--- src/common/dsc_pkg.sv ---
// Purpose: shared constants for the dual conversion sequencer
// Assumes: 100 MHz clock, analog levels given as 18-bit counts of one code step
// Notes: register map is word aligned on a 32-bit classic Wishbone slave
`default_nettype none
package dsc_pkg;
  // ****************************************
  // clock and timing
  // ****************************************
  localparam int CLK_NS = 10;
  localparam int RES_BITS = 16;
  localparam int CONV_CH_NS = 800;
  localparam int NORM_PERIOD_NS = 2000;
  localparam int IMP_PERIOD_NS = 2253;
  localparam int CONV_CH_CYC = (CONV_CH_NS + CLK_NS - 1) / CLK_NS;
  localparam int STEP_CYC = CONV_CH_CYC / RES_BITS;
  localparam int NORM_PERIOD_CYC = (NORM_PERIOD_NS + CLK_NS - 1) / CLK_NS;
  localparam int IMP_PERIOD_CYC = (IMP_PERIOD_NS + CLK_NS - 1) / CLK_NS;
  localparam int SEQ_OVERHEAD_CYC = 4;
  localparam logic [7:0] ACQ_NORM_CYC =
    8'(NORM_PERIOD_CYC - 2 * CONV_CH_CYC - SEQ_OVERHEAD_CYC);
  localparam logic [7:0] ACQ_IMP_CYC =
    8'(IMP_PERIOD_CYC - 2 * CONV_CH_CYC - SEQ_OVERHEAD_CYC);
  localparam logic [3:0] STEP_LAST = 4'(STEP_CYC - 1);
  // ****************************************
  // output coding
  // ****************************************
  localparam logic [15:0] CODE_ZERO = 16'h0000;
  localparam logic [15:0] CODE_FULL = 16'hFFFF;
  localparam logic [15:0] CODE_MID = 16'h8000;
  localparam logic [15:0] MSB_TRIAL = 16'h8000;
  localparam logic [15:0] LSB_MASK = 16'h0001;
  localparam logic signed [18:0] DIFF_MAX = 19'sh0FFFF;
  localparam logic signed [18:0] DIFF_MID = 19'sh08000;
  // ****************************************
  // register map
  // ****************************************
  localparam logic [7:0] REG_CTRL = 8'h00;
  localparam logic [7:0] REG_STATUS = 8'h04;
  localparam logic [7:0] REG_IRQ_STAT = 8'h08;
  localparam logic [7:0] REG_IRQ_MASK = 8'h0C;
  localparam logic [7:0] REG_RESULT_A = 8'h10;
  localparam logic [7:0] REG_RESULT_B = 8'h14;
  localparam int CTRL_IMPULSE = 0;
  localparam int ST_BUSY = 0;
  localparam int ST_PDOWN = 1;
  localparam int ST_PAIR_NOW = 2;
  localparam int ST_PAIR_LAST = 3;
  localparam int EV_CHAN_A = 0;
  localparam int EV_PAIR = 1;
  localparam int EV_REFUSED = 2;
  localparam int EV_W = 3;
  localparam logic [EV_W-1:0] EV_NONE = 3'h0;
  localparam logic [2:0] PIN_RST = 3'h1;
  localparam int PIN_START = 0;
  localparam int PIN_PAIR = 1;
  localparam int PIN_PD = 2;
  // ****************************************
  // sequencer states
  // ****************************************
  typedef enum logic [4:0] {
    S_IDLE = 5'h01,
    S_CONV_A = 5'h02,
    S_CONV_B = 5'h04,
    S_ACQ = 5'h08,
    S_PDOWN = 5'h10
  } dsc_state_t;
endpackage
`default_nettype wire

--- src/core/dsc_sar_channel.sv ---
// Purpose: one track-and-hold successive-approximation channel
// Assumes: sample_i is a clamped straight-binary code valid at start_i
// Notes: one trial bit every STEP_CYC cycles, MSB first
`default_nettype none
module dsc_sar_channel
  import dsc_pkg::*;
(
  input wire logic clk_i,
  input wire logic rst_i,
  input wire logic start_i,
  input wire logic [15:0] sample_i,
  output logic done_o,
  output logic [15:0] result_o
);
  logic [15:0] hold_ff;
  logic [15:0] trial_ff;
  logic [15:0] mask_ff;
  logic [3:0] step_ff;
  logic run_ff;
  logic [15:0] decided;

  // a trial bit stays only if the trial does not exceed the held level
  assign decided = (trial_ff <= hold_ff) ? trial_ff : (trial_ff & ~mask_ff);

  always_ff @(posedge clk_i) begin
    if (rst_i) begin
      hold_ff <= CODE_ZERO;
      trial_ff <= CODE_ZERO;
      mask_ff <= CODE_ZERO;
      step_ff <= '0;
      run_ff <= 1'b0;
      done_o <= 1'b0;
      result_o <= CODE_ZERO;
    end else begin
      done_o <= 1'b0;
      if (start_i) begin
        hold_ff <= sample_i;
        trial_ff <= MSB_TRIAL;
        mask_ff <= MSB_TRIAL;
        step_ff <= '0;
        run_ff <= 1'b1;
      end else if (run_ff) begin
        if (step_ff != STEP_LAST) begin
          step_ff <= step_ff + 4'h1;
        end else begin
          step_ff <= '0;
          mask_ff <= mask_ff >> 1;
          trial_ff <= decided | (mask_ff >> 1);
          if (mask_ff == LSB_MASK) begin
            run_ff <= 1'b0;
            done_o <= 1'b1;
            result_o <= decided;
          end
        end
      end
    end
  end

  a_sar_exact: assert property (@(posedge clk_i) disable iff (rst_i)
    done_o |-> result_o == hold_ff)
    else $error("conversion result differs from held sample");
endmodule
`default_nettype wire

--- src/core/dsc_sequencer.sv ---
// Purpose: pair select, sample, convert A then B, code and latch results
// Assumes: analog levels and ground senses are 18-bit step counts on clk_i
// Notes: control pins pass a three-stage filter; registers on classic Wishbone
`default_nettype none
// Functional notes
// - Both channels of a pair are held at the same instant by two SAR cores, no latency.
// - Normal mode keeps one conversion period of 500 kSPS and keeps the front end powered.
// - Impulse mode powers the front end only while converting, period of 444 kSPS.
// - A high power-down input parks the sequencer in a powered-off state.
// - Each result is a 16-bit straight binary code, zero input gives zero.
// - One step is 2*Vref/65536, an input equal to Vref gives 0x8000.
// - An input above the full span gives 0xFFFF and never wraps.
// - A positive input below its ground sense gives 0x0000 and never wraps.
// - Pair select low converts pair one, high converts pair two.
// - Channel A is always converted before channel B.
// - A falling edge of the start input holds the sample and starts converting.
// - In impulse mode a start held low at the end of acquisition starts at once.
// - Busy rises at conversion start and falls when both results are latched.
// - End-of-channel pulses low once for each channel conversion.
module dsc_sequencer
  import dsc_pkg::*;
(
  input wire logic clk_i,
  input wire logic rst_i,
  input wire logic conversion_start_n_i,
  input wire logic pair_select_i,
  input wire logic power_down_input_i,
  input wire logic [17:0] chan_a_input_1_i,
  input wire logic [17:0] chan_a_input_2_i,
  input wire logic [17:0] chan_b_input_1_i,
  input wire logic [17:0] chan_b_input_2_i,
  input wire logic [17:0] ground_sense_input_a_i,
  input wire logic [17:0] ground_sense_input_b_i,
  input wire logic wb_cyc_i,
  input wire logic wb_stb_i,
  input wire logic wb_we_i,
  input wire logic [7:0] wb_adr_i,
  input wire logic [3:0] wb_sel_i,
  input wire logic [31:0] wb_dat_i,
  output logic [31:0] wb_dat_o,
  output logic wb_ack_o,
  output logic busy_o,
  output logic end_of_chan_n_o,
  output logic analog_on_o,
  output logic [15:0] result_a_o,
  output logic [15:0] result_b_o,
  output logic irq_o
);
  // ****************************************
  // pin filters
  // ****************************************
  logic [2:0] pin_raw;
  logic [2:0] sync1_ff;
  logic [2:0] sync2_ff;
  logic [2:0] sync3_ff;
  logic [2:0] pin_ff;
  logic start_prev_ff;
  logic start_fall;
  logic pd_lvl;
  logic pair_lvl;

  assign pin_raw = {power_down_input_i, pair_select_i, conversion_start_n_i};

  // a level counts only once stages two and three agree
  for (genvar g = 0; g < 3; g++) begin : g_pin
    always_ff @(posedge clk_i) begin
      if (rst_i) begin
        sync1_ff[g] <= PIN_RST[g];
        sync2_ff[g] <= PIN_RST[g];
        sync3_ff[g] <= PIN_RST[g];
        pin_ff[g] <= PIN_RST[g];
      end else begin
        sync1_ff[g] <= pin_raw[g];
        sync2_ff[g] <= sync1_ff[g];
        sync3_ff[g] <= sync2_ff[g];
        if (sync2_ff[g] == sync3_ff[g]) begin
          pin_ff[g] <= sync3_ff[g];
        end
      end
    end
  end

  always_ff @(posedge clk_i) begin
    if (rst_i) begin
      start_prev_ff <= PIN_RST[PIN_START];
    end else begin
      start_prev_ff <= pin_ff[PIN_START];
    end
  end

  assign start_fall = start_prev_ff & ~pin_ff[PIN_START];
  assign pd_lvl = pin_ff[PIN_PD];
  assign pair_lvl = pin_ff[PIN_PAIR];

  // ****************************************
  // input coding
  // ****************************************
  function automatic logic [15:0] clamp_code(input logic signed [18:0] diff);
    if (diff < 0) begin
      clamp_code = CODE_ZERO;
    end else if (diff > DIFF_MAX) begin
      clamp_code = CODE_FULL;
    end else begin
      clamp_code = diff[15:0];
    end
  endfunction

  logic [17:0] sel_a;
  logic [17:0] sel_b;
  logic signed [18:0] diff_a;
  logic signed [18:0] diff_b;
  logic [15:0] code_a;
  logic [15:0] code_b;

  // analog levels are modelled as already settled values on this clock
  assign sel_a = pair_lvl ? chan_a_input_2_i : chan_a_input_1_i;
  assign sel_b = pair_lvl ? chan_b_input_2_i : chan_b_input_1_i;
  assign diff_a = signed'({1'b0, sel_a}) - signed'({1'b0, ground_sense_input_a_i});
  assign diff_b = signed'({1'b0, sel_b}) - signed'({1'b0, ground_sense_input_b_i});
  assign code_a = clamp_code(diff_a);
  assign code_b = clamp_code(diff_b);

  // ****************************************
  // sequencer
  // ****************************************
  dsc_state_t st_ff;
  logic [7:0] acq_cnt_ff;
  logic [7:0] acq_last;
  logic acq_end;
  logic impulse_ff;
  logic go;
  logic auto_go;
  logic refused;
  logic [15:0] hold_b_ff;
  logic pair_cap_ff;
  logic pair_last_ff;
  logic a_done;
  logic b_done;
  logic [15:0] a_res;
  logic [15:0] b_res;
  logic [15:0] a_tmp_ff;

  // impulse mode trades throughput for a longer powered-off acquisition
  assign acq_last = (impulse_ff ? ACQ_IMP_CYC : ACQ_NORM_CYC) - 8'h01;
  assign acq_end = (st_ff == S_ACQ) && (acq_cnt_ff == acq_last);
  assign auto_go = acq_end && impulse_ff && !pd_lvl && !pin_ff[PIN_START];
  assign go = ((st_ff == S_IDLE) && !pd_lvl && start_fall) || auto_go;
  // edges while converting, acquiring or powered down are dropped
  assign refused = start_fall && !go;

  always_ff @(posedge clk_i) begin
    if (rst_i) begin
      st_ff <= S_ACQ;
      acq_cnt_ff <= '0;
    end else begin
      case (st_ff)
        S_IDLE: begin
          if (pd_lvl) begin
            st_ff <= S_PDOWN;
          end else if (go) begin
            st_ff <= S_CONV_A;
          end
        end
        S_CONV_A: begin
          if (a_done) begin
            st_ff <= S_CONV_B;
          end
        end
        S_CONV_B: begin
          if (b_done) begin
            st_ff <= S_ACQ;
            acq_cnt_ff <= '0;
          end
        end
        S_ACQ: begin
          acq_cnt_ff <= acq_cnt_ff + 8'h01;
          if (acq_end) begin
            if (pd_lvl) begin
              st_ff <= S_PDOWN;
            end else if (auto_go) begin
              st_ff <= S_CONV_A;
            end else begin
              st_ff <= S_IDLE;
            end
          end
        end
        S_PDOWN: begin
          if (!pd_lvl) begin
            st_ff <= S_ACQ;
            acq_cnt_ff <= '0;
          end
        end
        default: begin
          st_ff <= S_ACQ;
          acq_cnt_ff <= '0;
        end
      endcase
    end
  end

  // channel B level is frozen together with channel A
  always_ff @(posedge clk_i) begin
    if (rst_i) begin
      hold_b_ff <= CODE_ZERO;
      pair_cap_ff <= 1'b0;
    end else if (go) begin
      hold_b_ff <= code_b;
      pair_cap_ff <= pair_lvl;
    end
  end

  dsc_sar_channel u_sar_a (
    .clk_i(clk_i),
    .rst_i(rst_i),
    .start_i(go),
    .sample_i(code_a),
    .done_o(a_done),
    .result_o(a_res)
  );

  dsc_sar_channel u_sar_b (
    .clk_i(clk_i),
    .rst_i(rst_i),
    .start_i(a_done),
    .sample_i(hold_b_ff),
    .done_o(b_done),
    .result_o(b_res)
  );

  // ****************************************
  // handshake pins and results
  // ****************************************
  always_ff @(posedge clk_i) begin
    if (rst_i) begin
      busy_o <= 1'b0;
      end_of_chan_n_o <= 1'b1;
    end else begin
      if (go) begin
        busy_o <= 1'b1;
      end else if (b_done) begin
        busy_o <= 1'b0;
      end
      end_of_chan_n_o <= ~(a_done | b_done);
    end
  end

  always_ff @(posedge clk_i) begin
    if (rst_i) begin
      a_tmp_ff <= CODE_ZERO;
      result_a_o <= CODE_ZERO;
      result_b_o <= CODE_ZERO;
      pair_last_ff <= 1'b0;
    end else begin
      if (a_done) begin
        a_tmp_ff <= a_res;
      end
      if (b_done) begin
        result_a_o <= a_tmp_ff;
        result_b_o <= b_res;
        pair_last_ff <= pair_cap_ff;
      end
    end
  end

  // normal mode keeps the front end up, so power does not track the rate
  always_ff @(posedge clk_i) begin
    if (rst_i) begin
      analog_on_o <= 1'b0;
    end else begin
      analog_on_o <= (st_ff != S_PDOWN) &&
        (!impulse_ff || st_ff == S_CONV_A || st_ff == S_CONV_B);
    end
  end

  // ****************************************
  // bus slave and interrupts
  // ****************************************
  logic acc;
  logic wr;
  logic [EV_W-1:0] irq_stat_ff;
  logic [EV_W-1:0] irq_mask_ff;
  logic [EV_W-1:0] ev;
  logic [EV_W-1:0] clr;
  logic [31:0] rd_val;

  assign acc = wb_cyc_i && wb_stb_i && !wb_ack_o;
  assign wr = acc && wb_we_i && wb_sel_i[0];
  assign ev = {refused, b_done, a_done};
  assign clr = (wr && wb_adr_i == REG_IRQ_STAT) ? wb_dat_i[EV_W-1:0] : EV_NONE;

  always_comb begin
    rd_val = '0;
    case (wb_adr_i)
      REG_CTRL: rd_val[CTRL_IMPULSE] = impulse_ff;
      REG_STATUS: begin
        rd_val[ST_BUSY] = busy_o;
        rd_val[ST_PDOWN] = (st_ff == S_PDOWN);
        rd_val[ST_PAIR_NOW] = pair_lvl;
        rd_val[ST_PAIR_LAST] = pair_last_ff;
      end
      REG_IRQ_STAT: rd_val[EV_W-1:0] = irq_stat_ff;
      REG_IRQ_MASK: rd_val[EV_W-1:0] = irq_mask_ff;
      REG_RESULT_A: rd_val[15:0] = result_a_o;
      REG_RESULT_B: rd_val[15:0] = result_b_o;
      default: rd_val = '0;
    endcase
  end

  always_ff @(posedge clk_i) begin
    if (rst_i) begin
      wb_ack_o <= 1'b0;
      wb_dat_o <= '0;
    end else begin
      wb_ack_o <= acc;
      if (acc && !wb_we_i) begin
        wb_dat_o <= rd_val;
      end
    end
  end

  always_ff @(posedge clk_i) begin
    if (rst_i) begin
      impulse_ff <= 1'b0;
      irq_mask_ff <= EV_NONE;
    end else if (wr) begin
      if (wb_adr_i == REG_CTRL) begin
        impulse_ff <= wb_dat_i[CTRL_IMPULSE];
      end
      if (wb_adr_i == REG_IRQ_MASK) begin
        irq_mask_ff <= wb_dat_i[EV_W-1:0];
      end
    end
  end

  // a new event beats a clear in the same cycle
  always_ff @(posedge clk_i) begin
    if (rst_i) begin
      irq_stat_ff <= EV_NONE;
      irq_o <= 1'b0;
    end else begin
      irq_stat_ff <= (irq_stat_ff & ~clr) | ev;
      irq_o <= |(irq_stat_ff & irq_mask_ff);
    end
  end

  // ****************************************
  // checks
  // ****************************************
  a_busy_start: assert property (@(posedge clk_i) disable iff (rst_i)
    go |=> busy_o && st_ff == S_CONV_A)
    else $error("start did not raise busy");

  a_busy_end: assert property (@(posedge clk_i) disable iff (rst_i)
    $fell(busy_o) |-> !end_of_chan_n_o && result_b_o == $past(b_res))
    else $error("busy fell before results latched");

  a_eoc_pulse: assert property (@(posedge clk_i) disable iff (rst_i)
    !end_of_chan_n_o |=> end_of_chan_n_o)
    else $error("end of channel pulse too long");

  a_a_first: assert property (@(posedge clk_i) disable iff (rst_i)
    b_done |-> st_ff == S_CONV_B && !a_done)
    else $error("channel b finished outside its turn");

  a_clamp_high: assert property (@(posedge clk_i) disable iff (rst_i)
    diff_a > DIFF_MAX |-> code_a == CODE_FULL)
    else $error("overrange not saturated");

  a_clamp_low: assert property (@(posedge clk_i) disable iff (rst_i)
    diff_b < 0 |-> code_b == CODE_ZERO)
    else $error("underrange not saturated");

  a_mid_code: assert property (@(posedge clk_i) disable iff (rst_i)
    diff_a == DIFF_MID |-> code_a == CODE_MID)
    else $error("midscale code wrong");

  a_result_hold: assert property (@(posedge clk_i) disable iff (rst_i)
    !$past(b_done) |-> $stable(result_a_o) && $stable(result_b_o))
    else $error("results changed without a conversion");

  a_pair_pick: assert property (@(posedge clk_i) disable iff (rst_i)
    go && pair_lvl |=> hold_b_ff == $past(clamp_code(diff_b)) && pair_cap_ff)
    else $error("wrong pair captured");

  a_auto_start: assert property (@(posedge clk_i) disable iff (rst_i)
    acq_end && impulse_ff && !pd_lvl && !pin_ff[PIN_START] |=> busy_o)
    else $error("impulse restart missed");

  a_pd_off: assert property (@(posedge clk_i) disable iff (rst_i)
    st_ff == S_PDOWN |=> !analog_on_o)
    else $error("front end on while powered down");
endmodule
`default_nettype wire

--- config.mk ---
export PLATFORM = sky130hd
export DESIGN_NAME = dsc_sequencer
export DESIGN_NICKNAME = d
export VERILOG_FILES = /design/src/common/dsc_pkg.sv /design/src/core/dsc_sar_channel.sv /design/src/core/dsc_sequencer.sv
export SDC_FILE = /design/constraint.sdc
export NUM_CORES = 1
export LEC_CHECK = 0
export BUFFER_PORTS_ARGS = -buffer_cell sky130_fd_sc_hd__buf_2
export CAP_MARGIN = 20
export CORE_ASPECT_RATIO = 1.1
export CORE_MARGIN = 5
export CORE_UTILIZATION = 25
export DETAILED_ROUTE_END_ITERATION = 16
export GPL_TIMING_DRIVEN = 0
export PLACE_DENSITY = 0.53
export SLEW_MARGIN = 20
export SYNTH_ARGS = -nofsm -noshare
export SYNTH_HDL_FRONTEND = slang
export SYNTH_SLANG_ARGS = --single-unit
--- constraint.sdc ---
create_clock -name clk_i -period 6 [get_ports clk_i]
set_input_delay 1.2 -clock clk_i [delete_from_list [all_inputs] [get_ports clk_i]]
set_output_delay 1.2 -clock clk_i [all_outputs]
set_load 0.02 [all_outputs]
==> results.cfg <==
[worst_hold_path]
hold_end = sync2_ff[0]
hp-start = sync1_ff[0]
hold_class = flop to flop
hold_depth = 1

[sta]
max_freq_mhz = 194
slew_headroom = 0.301
slew_violations = 0
fin_crit_ns = 5.16
setup_viol = 0
hold_viol_final = 0
skew_ns = 0.00955
final.setup.tns_ns = 0
fin_crit_sh = 0.861
rsz0062_at_grt = false
tightest_slew_ns = 1.05

[yosys]
synth-seq-cells = 260
synth.yosys.seq_area_share = 0.405
muxShareOfSynthArea = 0.119
synth_compound_gate_area_share = 0.161
synth_top_family_by_area = compound AO/OA/AOI/OAI gates
synth_fa_ha_area_frac = 0.0742
synth_xor_area_frac = 0.0232
yosysWarnings = 0
ys_types = 67
synth-edff-count = 0
synthFlopType = dfxtp_1
syn-mean-instance-area_um2 = 8.80
synthArstFlopShare = 0
netlist_area_mm2 = 0.0128
synth_simple_gate_area_share = 0.160
syn_inst = 1460

[power_and_ir_drop]
total_power_mw = 3.87
power.density_mw_per_mm2 = 249
max-vdd-ir-drop_uv = 180
p_leak_nw = 6.26

[critical_path]
critPathRequiredTime_ns = 6.46
crit_start = pair_lvl
critical_path.max_fanout = 10
crit_chain = clkbuf_1 -> buf_1 -> mux2i_1 -> ha_1 -> fa_1 -> nor2b_1 -> o31a_1 -> o21ai_0 -> a21oi_1 -> a221o_1 -> xor2_1 -> clkbuf_1 -> nor3_1 -> o21ai_0
slowest_stage = buf_1
rrSetupSlack_ns = 0.84
reg2regPathDepth = 14
worstSetupPathType = flop to flop
endpoint_kind = flop
path_buf_inv = 3
critPathTopFamily = buffers and inverters
crit_arrival_ns = 5.62
cpPeakStageDelay_ns = 0.84
rr_startpoint = pair_lvl
rr_endpoint = hold_b_ff[13]
start_kind = flop

[finish]
fill_cells = 5385
antenna_cells = 0
nets = 1919
area_growth_pct = 21.3
finalInstanceArea_mm2 = 0.0156
drive_gt1_frac = 0.184

[clock_network]
cts_max_path_buffers = 3
cts_tree = built
clk-insertion-delay-late_ns = 0.54
cts_inserted_buffers = 28
cts_sinks = 260
cts-hold-fix-buffers = 0
cts_resized = 0
htree_num_levels = 1
cts-root-buf = clkbuf_16
path_clk_slew_ns = 0.06
cts_setup_buffers = 0

[routing]
drt-wirelength-per-cell_um = 15.2
vias_per_cell = 4.61
antenna_left = 0
drc = 0
finalWirelength_mm = 36.1
num_vias = 10928
drt-initial-drc-count = 626
firstDrtPassIters = 5

[run]
cap_violations = 0

[placement]
io_buffers = 179
dpl.hpwl_mm = 28.7
gp_congestion = 0.854
placed_area_mm2 = 0.0146

[die]
start_util = 0.252
core-area_mm2 = 0.0511
die_h_um = 248
io_pins = 229
rows = 87
dieWidth_um = 226
die_area_mm2 = 0.0560

[global_routing]
grt_max_degree = 14
antenna_found_initial = 1
grt_pass1_vias = 10681
globalRouteTotalUtil = 0.124
grt_pass1_wl_mm = 57.4
grt_remaining_overflow = 0

[run_status]
status = completed
## worst reg2reg max path: stages (launching register included)
cell      delay (ns)
dfxtp_1         0.48
clkbuf_1        0.60
buf_1           0.85
mux2i_1         0.30
ha_1            0.23
fa_1            0.22
nor2b_1         0.06
o31a_1          0.27
o21ai_0         0.39
a21oi_1         0.19
a221o_1         0.36
xor2_1          0.50
clkbuf_1        0.38
nor3_1          0.11
o21ai_0         0.15
## power by group
part / internal [mW] / switching (mW) / total (mW)
Clock: 1.04 / 0.683 / 1.73
Sequential: 1.74 / 0.00938 / 1.75
Combinational: 0.166 / 0.231 / 0.397
Total: 2.95 / 0.923 / 3.87
## stage by stage
stage                     utilization  setup slack (ns)  cells  hold WS [ns]
after CTS                       0.305             0.665   2371         0.410
after global routing            0.305             0.267   2371         0.425
final                           0.305             0.835   2371         0.407
after global placement          0.287             0.694   2321         0.398
after floorplan                     -              2.18   1475         0.389
after detailed placement        0.287             0.674   2321         0.396
## synthesized netlist by cell type, types with 19 or more instances
master,number,share of area
mux2i_1,107,0.083
ha_1,73,0.071
nand2_1,125,0.037
a21oi_1,111,0.043
a22oi_1,19,0.011
dfxtp_1,260,0.41
nor2b_1,19,0.0093
clkbuf_1,62,0.018
o21ai_0,51,0.020
xnor2_1,21,0.014
buf_4,19,0.011
mux2_2,39,0.034
nor3_1,29,0.011
nor2_1,194,0.057
a211oi_1,21,0.012
inv_1,80,0.023
## state kept, by name, indices dropped and copies added, names as in the netlist, 3 cells and up
| register | cells |
|---|---|
| a_tmp_ff | 16 |
| acq_cnt_ff | 8 |
| hold_b_ff | 16 |
| irq_mask_ff | 3 |
| irq_stat_ff | 3 |
| result_a_o | 16 |
| result_b_o | 16 |
| st_ff | 5 |
| sync1_ff | 3 |
| sync2_ff | 3 |
| sync3_ff | 3 |
| u_sar_a.hold_ff | 16 |
| u_sar_a.mask_ff | 16 |
| u_sar_a.result_o | 16 |
| u_sar_a.step_ff | 4 |
| u_sar_a.trial_ff | 16 |
| u_sar_b.hold_ff | 16 |
| u_sar_b.mask_ff | 16 |
| u_sar_b.result_o | 16 |
| u_sar_b.step_ff | 4 |
| u_sar_b.trial_ff | 16 |
| wb_dat_o | 16 |
## worst max path at each step
stage	to	slack, ns	cells after the start
final	hold_b_ff[13]	0.84	14
after global routing	hold_b_ff[7]	0.27	14
after CTS	hold_b_ff[13]	0.66	14
after detailed placement	hold_b_ff[13]	0.67	14
after global placement	hold_b_ff[7]	0.69	14
after floorplan	u_sar_a.hold_ff[10]	2.18	12
## layer usage
metal / part of all wire / GRT usage / vias to the layer above
met1: 0.49 / 0.178 / 5031
li1: - / - / 5571
met4: 0.017 / 0.0278 / 0
met2: 0.43 / 0.196 / 292
met3: 0.061 / 0.0190 / 34
met5: 0 / 0 / -
## final cells by class
cell class / count / area [um2] / area share
buffer: 92 / 429 / 0.0276
clock buffer: 43 / 878 / 0.0564
sequential: 260 / 5200 / 0.334
clock inverter: 7 / 66.3 / 0.00426
tap: 667 / 835 / 0.0536
multi-input combinational: 1043 / 6960 / 0.447
timing repair buffer: 179 / 896 / 0.0575
inverter: 80 / 300 / 0.0193
## cell usage in the layout, fill, tap and decap left out, drive strengths merged, types with 5 or more instances in the layout
cell      n
dfxtp   260
buf     208
nor2    194
nand2   125
a21oi   111
mux2i   107
clkbuf  106
inv      81
ha       73
o21ai    52
mux2     39
nor3     29
a211oi   21
xnor2    21
nor2b    19
a22oi    19
a311oi   17
o31ai    16
conb     16
a21o     15
a221o    15
nand3    14
o21a     13
xor2     13
nand2b   12
nor4     12
nand4    10
and3      9
nor3b     7
or2       7
or3       6
a31oi     5
## kinds of logic after synthesis
logic type,Yosys count
xor+xnor,34
mux,147
compound gates,312
flops,260
fa+ha+maj,75
buf+inv,172
other cells,1
simple gates,459
(Power assumes the default switching activity.)
